<file path="src/rtl/id_capture_pkg.sv">
// Register map, field layout, carriers and states of the self-ID capture DMA
`default_nettype none
package id_capture_pkg;
	// ==========================================================
	// Register byte offsets
	localparam logic [7:0] OFF_BASE  = 8'h00;
	localparam logic [7:0] OFF_COUNT = 8'h04;
	localparam logic [7:0] OFF_CTRL  = 8'h08;
	// ==========================================================
	// Field positions
	localparam int BASE_LSB   = 11; // 2K-byte aligned base
	localparam int ERR_BIT    = 31;
	localparam int GEN_LSB    = 16;
	localparam int SIZE_LSB   = 2;
	localparam int ACCEPT_BIT = 0;
	localparam int SEC_LSB    = 25; // Seconds field of the cycle timer
	localparam int TICK_LSB   = 12; // Tick field of the cycle timer
	// ==========================================================
	// Reset values and limits
	localparam logic [7:0] GEN_RESET  = 8'h00;
	localparam logic [8:0] LAST_SLOT  = 9'h1ff; // 512th quadlet reaches 2048 bytes
	localparam logic [8:0] SIZE_FULL  = 9'h1ff; // Length field all ones
	// ==========================================================
	// Carriers and states
	typedef struct packed {
		logic        valid;
		logic [31:0] data;
	} quad_t;
	typedef struct packed {
		logic        valid;
		logic [31:0] addr;
		logic [31:0] data;
	} mem_wr_t;
	typedef enum logic [2:0] {
		S_IDLE = 3'b001,
		S_HEAD = 3'b010,
		S_CAPT = 3'b100
	} state_t;
endpackage
`default_nettype wire

</file>
<file path="src/rtl/id_capture_dma.sv">
// Self-ID capture DMA: APB registers, capture sequencer, host write port
//
// Summary of operation
// Base register holds 2K-aligned buffer address; capture writes start there.
// Base register content is undefined after chip reset.
// Error flag set on any error in latest capture; buffer then undefined.
// Error flag cleared when a capture ends without error.
// Receive hardware errors and failed host writes both count as errors.
// Generation counter increments per capture start, wraps after 255.
// Length field counts captured quadlets, cleared when a bus reset begins.
// Length clear coincides with the bus-reset event.
// A bus reset during capture restarts it, overwriting the buffer.
// First stored quadlet carries the generation count.
// First quadlet also carries 3 seconds bits and 13 tick bits.
// Following quadlets are all packets from reset end to subaction gap.
// Data and inverted check quadlets both stored, no check made.
// After an error, further packets of that sequence are discarded.
// Reaching 2048 bytes loads length all ones and sets the error flag.
// Software checks generation in memory against register before trusting.
// Packets are captured only while the accept bit is set.
// Software loads the base before setting the accept bit.
// End of the self-ID phase raises the phase-done event.
// Packets outside the phase bypass this buffer to the request path.
// Write pointer restarts at base each capture, one quadlet per word.
`default_nettype none
module id_capture_dma (
	// Clock and reset
	input  wire logic                     pclk,
	input  wire logic                     presetn,
	// APB slave
	input  wire logic [7:0]               paddr,
	input  wire logic                     psel,
	input  wire logic                     penable,
	input  wire logic                     pwrite,
	input  wire logic [31:0]              pwdata,
	output logic      [31:0]              prdata,
	output logic                          pready,
	output logic                          pslverr,
	// Physical layer receive path
	input  wire logic                     bus_reset,
	input  wire logic                     id_phase,
	input  wire logic                     rx_error,
	input  wire id_capture_pkg::quad_t    id_in,
	input  wire logic [31:0]              bus_cycle_timer,
	// Host memory write port
	output id_capture_pkg::mem_wr_t       mem_wr,
	input  wire logic                     mem_ready,
	input  wire logic                     mem_err,
	// Request-path forward and events
	output id_capture_pkg::quad_t         fwd,
	output logic                          bus_reset_event,
	output logic                          id_phase_done_event
);
	// ==========================================================
	// Registers
	localparam int BASE_OFF = id_capture_pkg::BASE_LSB;
	logic [31:BASE_OFF] id_buffer_base;
	logic                    accept_id_packets;
	logic [7:0]              id_round_counter;
	logic [8:0]              id_quadlet_length;
	logic                    id_capture_error;
	logic                    cap_err_reg;
	logic                    pend_reg;
	logic [8:0]              idx_reg;
	logic                    br_q;
	logic                    ph_q;
	id_capture_pkg::state_t  state_reg;
	id_capture_pkg::quad_t   fwd_reg;
	id_capture_pkg::mem_wr_t mem_reg;
	logic [31:0]             prdata_reg;
	logic                    rst_evt_reg;
	logic                    done_evt_reg;

	// ==========================================================
	// Bus decode
	wire sel_base  = paddr == id_capture_pkg::OFF_BASE;
	wire sel_count = paddr == id_capture_pkg::OFF_COUNT;
	wire sel_ctrl  = paddr == id_capture_pkg::OFF_CTRL;
	wire mapped    = sel_base | sel_count | sel_ctrl;
	wire setup     = psel & ~penable;
	wire wr_access = psel & penable & pwrite & mapped;
	wire [31:0] count_word = {id_capture_error, 7'h00, id_round_counter, 5'h00,
		id_quadlet_length, 2'h0};
	wire [31:0] rd_word = sel_base ? {id_buffer_base, 11'h000} :
		sel_count ? count_word :
		sel_ctrl ? {31'h0, accept_id_packets} : 32'h0;

	// ==========================================================
	// Event decode
	wire rst_rise  = bus_reset & ~br_q;
	wire rst_fall  = ~bus_reset & br_q;
	wire ph_fall   = ~id_phase & ph_q;
	wire start     = rst_fall & accept_id_packets;
	wire active    = state_reg != id_capture_pkg::S_IDLE;
	wire capt      = state_reg == id_capture_pkg::S_CAPT;
	wire busy      = mem_reg.valid;
	wire mem_done  = busy & mem_ready;
	wire head_go   = state_reg == id_capture_pkg::S_HEAD & ~busy & ~bus_reset;
	wire take      = capt & id_in.valid & id_phase & accept_id_packets;
	wire overrun   = take & ~cap_err_reg & busy;
	wire overflow  = take & ~cap_err_reg & ~busy & idx_reg == id_capture_pkg::LAST_SLOT;
	wire pkt_go    = take & ~cap_err_reg & ~busy & ~overflow;
	wire wr_fail   = active & mem_done & mem_err;
	wire err_now   = active & ~bus_reset & (overrun | overflow | wr_fail | rx_error);
	wire finish    = capt & (pend_reg | ph_fall) & ~busy & ~bus_reset;
	wire [15:0] stamp = {bus_cycle_timer[id_capture_pkg::SEC_LSB +: 3],
		bus_cycle_timer[id_capture_pkg::TICK_LSB +: 13]};
	wire [31:0] head_word = {8'h00, id_round_counter, stamp};
	wire [31:0] slot_addr = {id_buffer_base, idx_reg, 2'b00};

	// ==========================================================
	// APB answers with no wait state; read data captured in setup
	assign pready  = 1'b1;
	assign pslverr = psel & penable & ~mapped;
	assign prdata  = prdata_reg;
	assign mem_wr  = mem_reg;
	assign fwd     = fwd_reg;
	assign bus_reset_event     = rst_evt_reg;
	assign id_phase_done_event = done_evt_reg;

	// Read data register
	always_ff @(posedge pclk or negedge presetn) begin
		if (!presetn) begin
			prdata_reg <= 32'h0;
		end else if (setup) begin
			prdata_reg <= rd_word;
		end
	end

	// Buffer base, left without reset
	always_ff @(posedge pclk) begin
		if (wr_access && sel_base) begin
			id_buffer_base <= pwdata[31:BASE_OFF];
		end
	end

	// Accept control bit
	always_ff @(posedge pclk or negedge presetn) begin
		if (!presetn) begin
			accept_id_packets <= 1'b0;
		end else if (wr_access && sel_ctrl) begin
			accept_id_packets <= pwdata[id_capture_pkg::ACCEPT_BIT];
		end
	end

	// Edge history of reset and phase
	always_ff @(posedge pclk or negedge presetn) begin
		if (!presetn) begin
			br_q <= 1'b0;
			ph_q <= 1'b0;
		end else begin
			br_q <= bus_reset;
			ph_q <= id_phase;
		end
	end

	// Generation counter, wraps naturally at 8 bits
	always_ff @(posedge pclk or negedge presetn) begin
		if (!presetn) begin
			id_round_counter <= id_capture_pkg::GEN_RESET;
		end else if (start) begin
			id_round_counter <= id_round_counter + 8'h01;
		end
	end

	// Capture sequencer; a new bus reset aborts and restarts
	always_ff @(posedge pclk or negedge presetn) begin
		if (!presetn) begin
			state_reg <= id_capture_pkg::S_IDLE;
		end else if (rst_rise) begin
			state_reg <= id_capture_pkg::S_IDLE;
		end else if (start) begin
			state_reg <= id_capture_pkg::S_HEAD;
		end else begin
			unique case (state_reg)
				id_capture_pkg::S_IDLE: state_reg <= id_capture_pkg::S_IDLE;
				id_capture_pkg::S_HEAD: begin
					if (head_go) begin
						state_reg <= id_capture_pkg::S_CAPT;
					end
				end
				id_capture_pkg::S_CAPT: begin
					if (finish) begin
						state_reg <= id_capture_pkg::S_IDLE;
					end
				end
				default: state_reg <= id_capture_pkg::S_IDLE;
			endcase
		end
	end

	// Phase end seen while a write is still outstanding
	always_ff @(posedge pclk or negedge presetn) begin
		if (!presetn) begin
			pend_reg <= 1'b0;
		end else if (start || finish || rst_rise) begin
			pend_reg <= 1'b0;
		end else if (active && ph_fall) begin
			pend_reg <= 1'b1;
		end
	end

	// Write pointer index
	always_ff @(posedge pclk or negedge presetn) begin
		if (!presetn) begin
			idx_reg <= 9'h000;
		end else if (start) begin
			idx_reg <= 9'h000;
		end else if (head_go || pkt_go) begin
			idx_reg <= idx_reg + 9'h001;
		end
	end

	// Host write request, held until accepted
	always_ff @(posedge pclk or negedge presetn) begin
		if (!presetn) begin
			mem_reg <= '0;
		end else if (head_go) begin
			mem_reg <= {1'b1, slot_addr, head_word};
		end else if (pkt_go) begin
			mem_reg <= {1'b1, slot_addr, id_in.data};
		end else if (mem_done) begin
			mem_reg.valid <= 1'b0;
		end
	end

	// Length field, cleared with the bus-reset event
	always_ff @(posedge pclk or negedge presetn) begin
		if (!presetn) begin
			id_quadlet_length <= 9'h000;
		end else if (rst_rise) begin
			id_quadlet_length <= 9'h000;
		end else if (active && overflow) begin
			id_quadlet_length <= id_capture_pkg::SIZE_FULL;
		end else if (active && mem_done && !mem_err && !cap_err_reg) begin
			id_quadlet_length <= id_quadlet_length + 9'h001;
		end
	end

	// Error flags: per capture and visible
	always_ff @(posedge pclk or negedge presetn) begin
		if (!presetn) begin
			cap_err_reg      <= 1'b0;
			id_capture_error <= 1'b0;
		end else if (start) begin
			cap_err_reg <= 1'b0;
		end else if (err_now) begin
			cap_err_reg      <= 1'b1;
			id_capture_error <= 1'b1;
		end else if (finish) begin
			id_capture_error <= cap_err_reg;
		end
	end

	// Outside the phase packets go to the request path
	always_ff @(posedge pclk or negedge presetn) begin
		if (!presetn) begin
			fwd_reg <= '0;
		end else begin
			fwd_reg.valid <= id_in.valid & ~id_phase;
			fwd_reg.data  <= id_in.data;
		end
	end

	// Event pulses
	always_ff @(posedge pclk or negedge presetn) begin
		if (!presetn) begin
			rst_evt_reg  <= 1'b0;
			done_evt_reg <= 1'b0;
		end else begin
			rst_evt_reg  <= rst_rise;
			done_evt_reg <= finish | (~active & ph_fall);
		end
	end
endmodule
`default_nettype wire

</file>
<file path="config.mk">
export PLATFORM = sky130hd
export DESIGN_NAME = id_capture_dma
export DESIGN_NICKNAME = d
export VERILOG_FILES = /design/src/rtl/id_capture_pkg.sv /design/src/rtl/id_capture_dma.sv
export SDC_FILE = /design/constraint.sdc
export NUM_CORES = 1
export LEC_CHECK = 0
export ABC_AREA = 1
export BUFFER_PORTS_ARGS = -buffer_cell sky130_fd_sc_hd__buf_4
export CORE_ASPECT_RATIO = 2
export CORE_UTILIZATION = 35
export CTS_CLUSTER_SIZE = 25
export DETAILED_ROUTE_END_ITERATION = 12
export GPL_TIMING_DRIVEN = 0
export SLEW_MARGIN = 10
export SYNTH_ARGS = -nofsm -noshare
export SYNTH_HDL_FRONTEND = slang
export SYNTH_SLANG_ARGS = --single-unit
</file>
<file path="constraint.sdc">
create_clock -name pclk -period 1.8 [get_ports pclk]
set_clock_uncertainty 0.15 [all_clocks]
set_input_delay 0.18 -clock pclk [delete_from_list [all_inputs] [get_ports pclk]]
set_output_delay 0.18 -clock pclk [all_outputs]
set_load 0.1 [all_outputs]
</file>
==> impl_metrics.toml, run 1 <==
[die]
coreArea_mm2 = 0.0205
ios = 249
die_h_um = 206
rows = 74
dieArea_mm2 = 0.0215
start_util_pct = 35.7
die_w_um = 104

[finish]
drive_gt1_share_pct = 32.8
final_cells = 1372
largest_register_ffs = 62
layout.nets = 1212
utilization_pct = 55.4
area_growth_pct = 55.1
antenna_cells = 0

[critical_path]
critPathCaptureType = "register"
cp_cell_sequence = "ha_4 -> nand4_1 -> nor2_1 -> ha_2 -> inv_2 -> nand3_4 -> nand2_8 -> inv_4 -> buf_8 -> clkbuf_16 -> nand2_2 -> nand2_1"
crit_type = "reg2reg"
arrival_ps = 2350
worstPathRequired_ps = 2030
cpPeakStageDelay_ps = 440
crit_slowest_cell = "dfrtp_1"
start_kind = "register"
cp_max_fo = 8

[clock_tree]
cts_made_buffers = 17
path_clk_slew_ps = 70
clockBufferDepth = 2
cts_tree = "yes"
clockRootBuffer = "clkbuf_16"
htreeDepth = 4
holdBufCountCts = 79
clock_latency_ps = 430
cts_sinks = 185

[status]
violations = "negative hold slack, negative setup slack"
status = "finished, violations left"

[power]
p_sw_share_pct = 46.2
pwr-share-comb_pct = 41.5
seqPwrFrac_pct = 34.8
leakagePower_nw = 5.49
clkPwrFrac_pct = 23.7
p_int_mw = 8.30
ir_drop_uv = 907
p_per_area_mw_per_mm2 = 1360
switchingPower_mw = 7.13

[timing]
fin_crit_ps = 2130
setup_slack_ps = -328
whs_ps = -4.70
maxSlewHeadroom_pct = 52.7
period_share_pct = 118
finalSetupViolCount = 83
timing.final.max_slew_violations = 0
hold_viol = 3
tightest_slew_ps = 709
grt_setup_unrepaired = "true"
timing.fmax_mhz = 470
fin_tns_setup_ps = -22590

[hold_path]
hp-class = "in2reg"

[synth]
ys_ff_latch = 185
ys_warn_count = 0
ys_seq_area_share_pct = 64.8
synth_cells = 752
synth_cell_types = 33
syn-cell-area_mm2 = 0.00731
post_synth.cell_area_avg_um2 = 9.73

[route]
remaining_drc_errors = 0
vias = 6476
ant_nets = 0
dr.pass1.iters = 4
first_iter_violations = 184
routedWlPerCell_um = 15.8
wl_um = 21700
viasPerCell = 4.72

[global_routing]
grt_pass1_wl_um = 33700
overflow = 0
grt_max_degree = 93
gr-usage-all-layers_pct = 20.4
antenna_found_initial = 0
first_global_vias = 6740

[place]
dp_hpwl_um = 14900
io_buffers = 218
place.gp.congestion = 0.838
dp_cells = 1239

[run]
cap_violations = 0
repair_timing:
| item | CTS | global route |
|---|---|---|
| endpoints found under the setup margin | 108 | 106 |
| gates cloned | 0 | 3 |
| endpoints found under the hold margin | 193 | 1 |
| setup buffers | 13 | 6 |
| pin swaps | 14 | 16 |
| resized for setup | 70 | 58 |
synth_stat cells:
cell      number  area [um^2]
conb_1         2         7.51
o31ai_1        9         67.6
dfrtp_1      163         4080
and3_1         1         6.26
inv_1         46          173
xnor2_1        3         26.3
a31oi_1       25          156
o22ai_1        1         6.26
o21ai_0       26          130
buf_2          7         35.0
nand3_1       66          330
xor2_1         8         70.1
clkinv_1       1         3.75
a211oi_1       1         7.51
buf_4          8         60.1
inv_2          1         3.75
clkbuf_1      20         75.1
nor4_1         1         6.26
nand4_1        5         31.3
a21oi_1       25          125
ha_1           4         50.1
or2_2          1         6.26
edfxtp_1      21          631
nand2_1      229          860
nor2_2         3         18.8
nor3_4         1         16.3
a21boi_0       1         7.51
nor2_1        60          225
o21a_1         1         7.51
dfstp_2        1         26.3
nor3_1         7         35.0
buf_6          1         11.3
nand2_2        3         18.8
layout make-up:
class,instances,area (um^2)
multi-input combinational,486,2550
fill,1829,9120
inverter,48,190
clock inverter,12,113
clock buffer,20,457
sequential,185,4740
timing repair buffer,319,2680
buffer,36,279
tap,266,333
cells by family (layout without fill, tap and decap cells):
group / Yosys count / in the layout / share of synthesized area [%]
simple gates: 377 / 378 / 21.2
flops: 185 / 185 / 64.8
compound gates: 89 / 89 / 6.95
buf+inv: 84 / 435 / 4.94
xor+xnor: 11 / 11 / 1.32
fa+ha+maj: 4 / 4 / 0.684
other cells: 2 / 4 / 0.103
power by group through the flow:
stage / clock network, mW / registers, mW / logic (mW)
final: 3.66 / 5.37 / 6.40
after global routing: 3.93 / 5.46 / 6.65
after CTS: 3.75 / 5.33 / 6.27
after detailed placement: 0 / 5.39 / 6.08
after global placement: 0 / 5.38 / 6.04
after floorplan: 0 / 9.15 / 0.826
stage by stage:
step / area, um^2 / worst slack, ps / power (mW)
floorplan: 7360 / -7.58 / 9.98
global route: 11300 / -451 / 16.0
finish: 11300 / -328 / 15.4
CTS: 11000 / -307 / 15.3
detailed placement: 9360 / -648 / 11.5
global placement: 9330 / -611 / 11.4
worst max-delay path, delay by kind of cell, from the launching register on:
kind | cells | cell delay, ps
fa+ha+maj | 2 | 430
buf+inv | 4 | 490
flops | 1 | 440
simple gates | 6 | 560
per-layer routing:
layer | vias to the layer above | global-route usage, % | part of all wire [%]
met5 | - | 0 | 0
met4 | 0 | 10.3 | 3.8
met3 | 52 | 4.19 | 3.7
met2 | 206 | 38.7 | 56
met1 | 3097 | 20.9 | 37
li1 | 3121 | - | -
cells in the final DEF, fill, tap and decap left out, drive strengths merged:
| cell | n |
|---|---|
| or2 | 1 |
| o21ai | 26 |
| a31oi | 25 |
| clkbuf | 42 |
| clkinv | 5 |
| nor2 | 63 |
| ha | 4 |
| dlygate4sd3 | 79 |
| nand3 | 66 |
| conb | 4 |
| dfstp | 1 |
| edfxtp | 21 |
| a21boi | 1 |
| nand4 | 5 |
| nor3 | 8 |
| clkinvlp | 2 |
| bufinv | 1 |
| a21oi | 25 |
| a211oi | 1 |
| buf | 254 |
| o22ai | 1 |
| xnor2 | 3 |
| and3 | 2 |
| o31ai | 9 |
| xor2 | 8 |
| nor4 | 1 |
| nand2 | 232 |
| o21a | 1 |
| dfrtp | 163 |
| inv | 52 |
worst paths after layout:
| path | start | end | slack (ps) | depth (start not counted) |
|---|---|---|---|---|
| min in group asynchronous | presetn | prdata[2]$_DFFE_PN0P_ | 220 | 2 |
| max in group asynchronous | presetn | mem_wr[35]$_DFFE_PN0P_ | 460 | 3 |
| worst min-delay path | bus_reset | mem_wr[4]$_DFFE_PN0P_ | -5 | 4 |
| worst max-delay path | idx_reg[0]$_DFFE_PN0P_ | mem_wr[57]$_DFFE_PN0P_ | -330 | 12 |
| worst max register to register | idx_reg[0]$_DFFE_PN0P_ | mem_wr[57]$_DFFE_PN0P_ | -330 | 12 |
| worst min register to register | br_q$_DFF_PN0_ | bus_reset_event$_DFF_PN0_ | 320 | 1 |
Note: power is estimated with default switching activity, not from simulation.
==> run 2: changes to the inputs <==
- ABC_AREA: 1 -> unset
- CORE_UTILIZATION: 35 -> 45
- PLACE_DENSITY: unset -> 0.76
==> impl_metrics.toml, run 2 <==
[timing]
grt_setup_unrepaired = "true"
fin_crit_ps = 2260
timing.fmax_mhz = 442
hold_viol = 0
maxSlewHeadroom_pct = 48.2
tightest_slew_ps = 778
setup_slack_ps = -464
period_share_pct = 126
timing.final.max_slew_violations = 0
whs_ps = 10.6
finalSetupViolCount = 83

[route]
first_iter_violations = 331
vias = 6103
routedWlPerCell_um = 20.1
ant_nets = 0
dr.pass1.iters = 5
wl_um = 22800
viasPerCell = 5.40
remaining_drc_errors = 0

[die]
start_util_pct = 45.9
ios = 249
rows = 65
die_h_um = 181
die_w_um = 91.7
dieArea_mm2 = 0.0166
coreArea_mm2 = 0.0158

[global_routing]
grt_max_degree = 115
overflow = 0
grt_pass1_wl_um = 34000
antenna_found_initial = 0
first_global_vias = 6567
gr-usage-all-layers_pct = 27.0

[power]
leakagePower_nw = 5.58
finalPower_mw = 9.03
p_per_area_mw_per_mm2 = 766
ir_drop_uv = 652

[critical_path]
cp_num_cells = 9
crit_slowest_cell = "or4_4"
crit_type = "reg2reg"
critical-path-top-delay-family = "simple AND/OR/NAND/NOR gates"
start_kind = "register"
arrival_ps = 2430
cp_max_fo = 10
cpPeakStageDelay_ps = 610
path_buf_inv = 2
cp_cell_sequence = "ha_4 -> nand3_4 -> nor2_4 -> ha_4 -> or4_4 -> buf_12 -> buf_8 -> nand3_2 -> o21ai_1"
critPathCaptureType = "register"
cp_common_cell = "ha_4"
worstPathRequired_ps = 1960
reg2reg_depth = 9

[hold_path]
min_path_cells = 5
hp-class = "in2reg"

[clock_tree]
clockRootBuffer = "clkbuf_16"
cts_made_buffers = 17
path_clk_slew_ps = 70
cts_sinks = 185
clockBufferDepth = 2
cts_tree = "yes"
clock_latency_ps = 430
htreeDepth = 4

[synth]
syn-cell-area_mm2 = 0.00724
ys_seq_area_share_pct = 65.4
post_synth.cell_area_avg_um2 = 13.2
synth_top_cell_by_area = "dfrtp_1"
synth_edf_count = 21
synth_cells = 550
synth.cells.most_frequent = "dfrtp_1, nand2_1, nand3_1"
ys_warn_count = 0
synth_top_area_share_pct = 56.3
synth_area_leaders = "dfrtp_1, edfxtp_1, mux2_2"
synth_flop_cell = "dfrtp_1"
yosysMostFrequentCell = "dfrtp_1"
synth_cell_types = 57
ys_ff_latch = 185
async_flop_share_pct = 88.6

[place]
place_ws_ps = -1020
dp_cells = 972
dp_hpwl_um = 13800
io_buffers = 218
place.gp.congestion = 0.843

[status]
status = "finished, violations left"
violations = "negative setup slack"

[finish]
final_cell_mix = "buf_4, dfrtp_1, dlygate4sd3_1"
layout.nets = 1037
n_fill_cell = 959
antenna_cells = 0
area_growth_pct = 62.9
drive_gt1_share_pct = 49.9
final_cells = 1131
mostFrequentLayoutCell = "buf_4"
utilization_pct = 74.7
largest_register_ffs = 62

[run]
cap_violations = 0
## run 2: metal layers
metal | vias to the layer above | global-route usage, % | part of all wire, %
met4 | 0 | 14.5 | 4.7
met1 | 3047 | 26.8 | 34
met5 | - | 0 | 0
met3 | 59 | 5.82 | 5.2
li1 | 2739 | - | -
met2 | 258 | 51.0 | 56
## run 2: where the power goes
| part | internal [mW] | switching (mW) |
|---|---|---|
| registers | 4.29 | 0.0387 |
| logic | 0.367 | 0.692 |
| clock network | 2.04 | 1.61 |
| total | 6.69 | 2.34 |
## run 2: final cells by class
| class | instances | area, um^2 | area share, % |
|---|---|---|---|
| plain buffers | 29 | 315 | 2.67 |
| clock buffers | 20 | 468 | 3.97 |
| clock inverters | 11 | 110 | 0.934 |
| inverters | 7 | 26.3 | 0.223 |
| multi-input cells | 329 | 2850 | 24.1 |
| flip-flops and latches | 185 | 4740 | 40.2 |
| well taps | 201 | 251 | 2.13 |
| repair buffers | 349 | 3040 | 25.7 |
## run 2: cell families after synthesis
kind of cell / share of synthesized area, %
flops: 65.4
simple gates: 11.2
compound gates: 9.66
mux: 8.81
buf+inv: 2.70
xor+xnor: 1.45
fa+ha+maj: 0.691
other cells: 0.104
## run 2: through the flow
step | cell area (um^2) | TNS (ps)
6_report | 11800 | -29390
5_1_grt | 11800 | -34010
4_1_cts | 11300 | -28430
3_5_place_dp | 9450 | -76200
3_3_place_gp | 9420 | -141380
2_1_floorplan | 7530 | -33680
## run 2: repair_timing
action | 4_1_cts | 5_1_grt
hold buffers | 77 | 0
cloned | 2 | 5
hold endpoints to repair | 144 | 0
gates resized for setup | 45 | 76
pin swaps | 23 | 26
buffers inserted | 30 | 24
endpoints found under the setup margin | 117 | 109
## run 2: final timing paths
| kind | from | endpoint | slack, ps |
|---|---|---|---|
| worst max-delay path | idx_reg[1]$_DFFE_PN0P_ | mem_wr[1]$_DFFE_PN0P_ | -460 |
| worst min-delay path | rx_error | cap_err_reg$_DFFE_PN0P_ | 10 |
| worst max register to register | idx_reg[1]$_DFFE_PN0P_ | mem_wr[1]$_DFFE_PN0P_ | -460 |
| worst min register to register | id_buffer_base[29]$_DFFE_PP_ | prdata[29]$_DFFE_PN0P_ | 350 |
| max in group asynchronous | presetn | accept_id_packets$_DFFE_PN0P_ | 450 |
| min in group asynchronous | presetn | fwd[2]$_DFF_PN0_ | 100 |
## run 2: worst min-delay path: stages
cell,delay [ps]
buf_4,80
a31oi_1,60
o31ai_4,90
a21oi_2,50
nor2_1,90
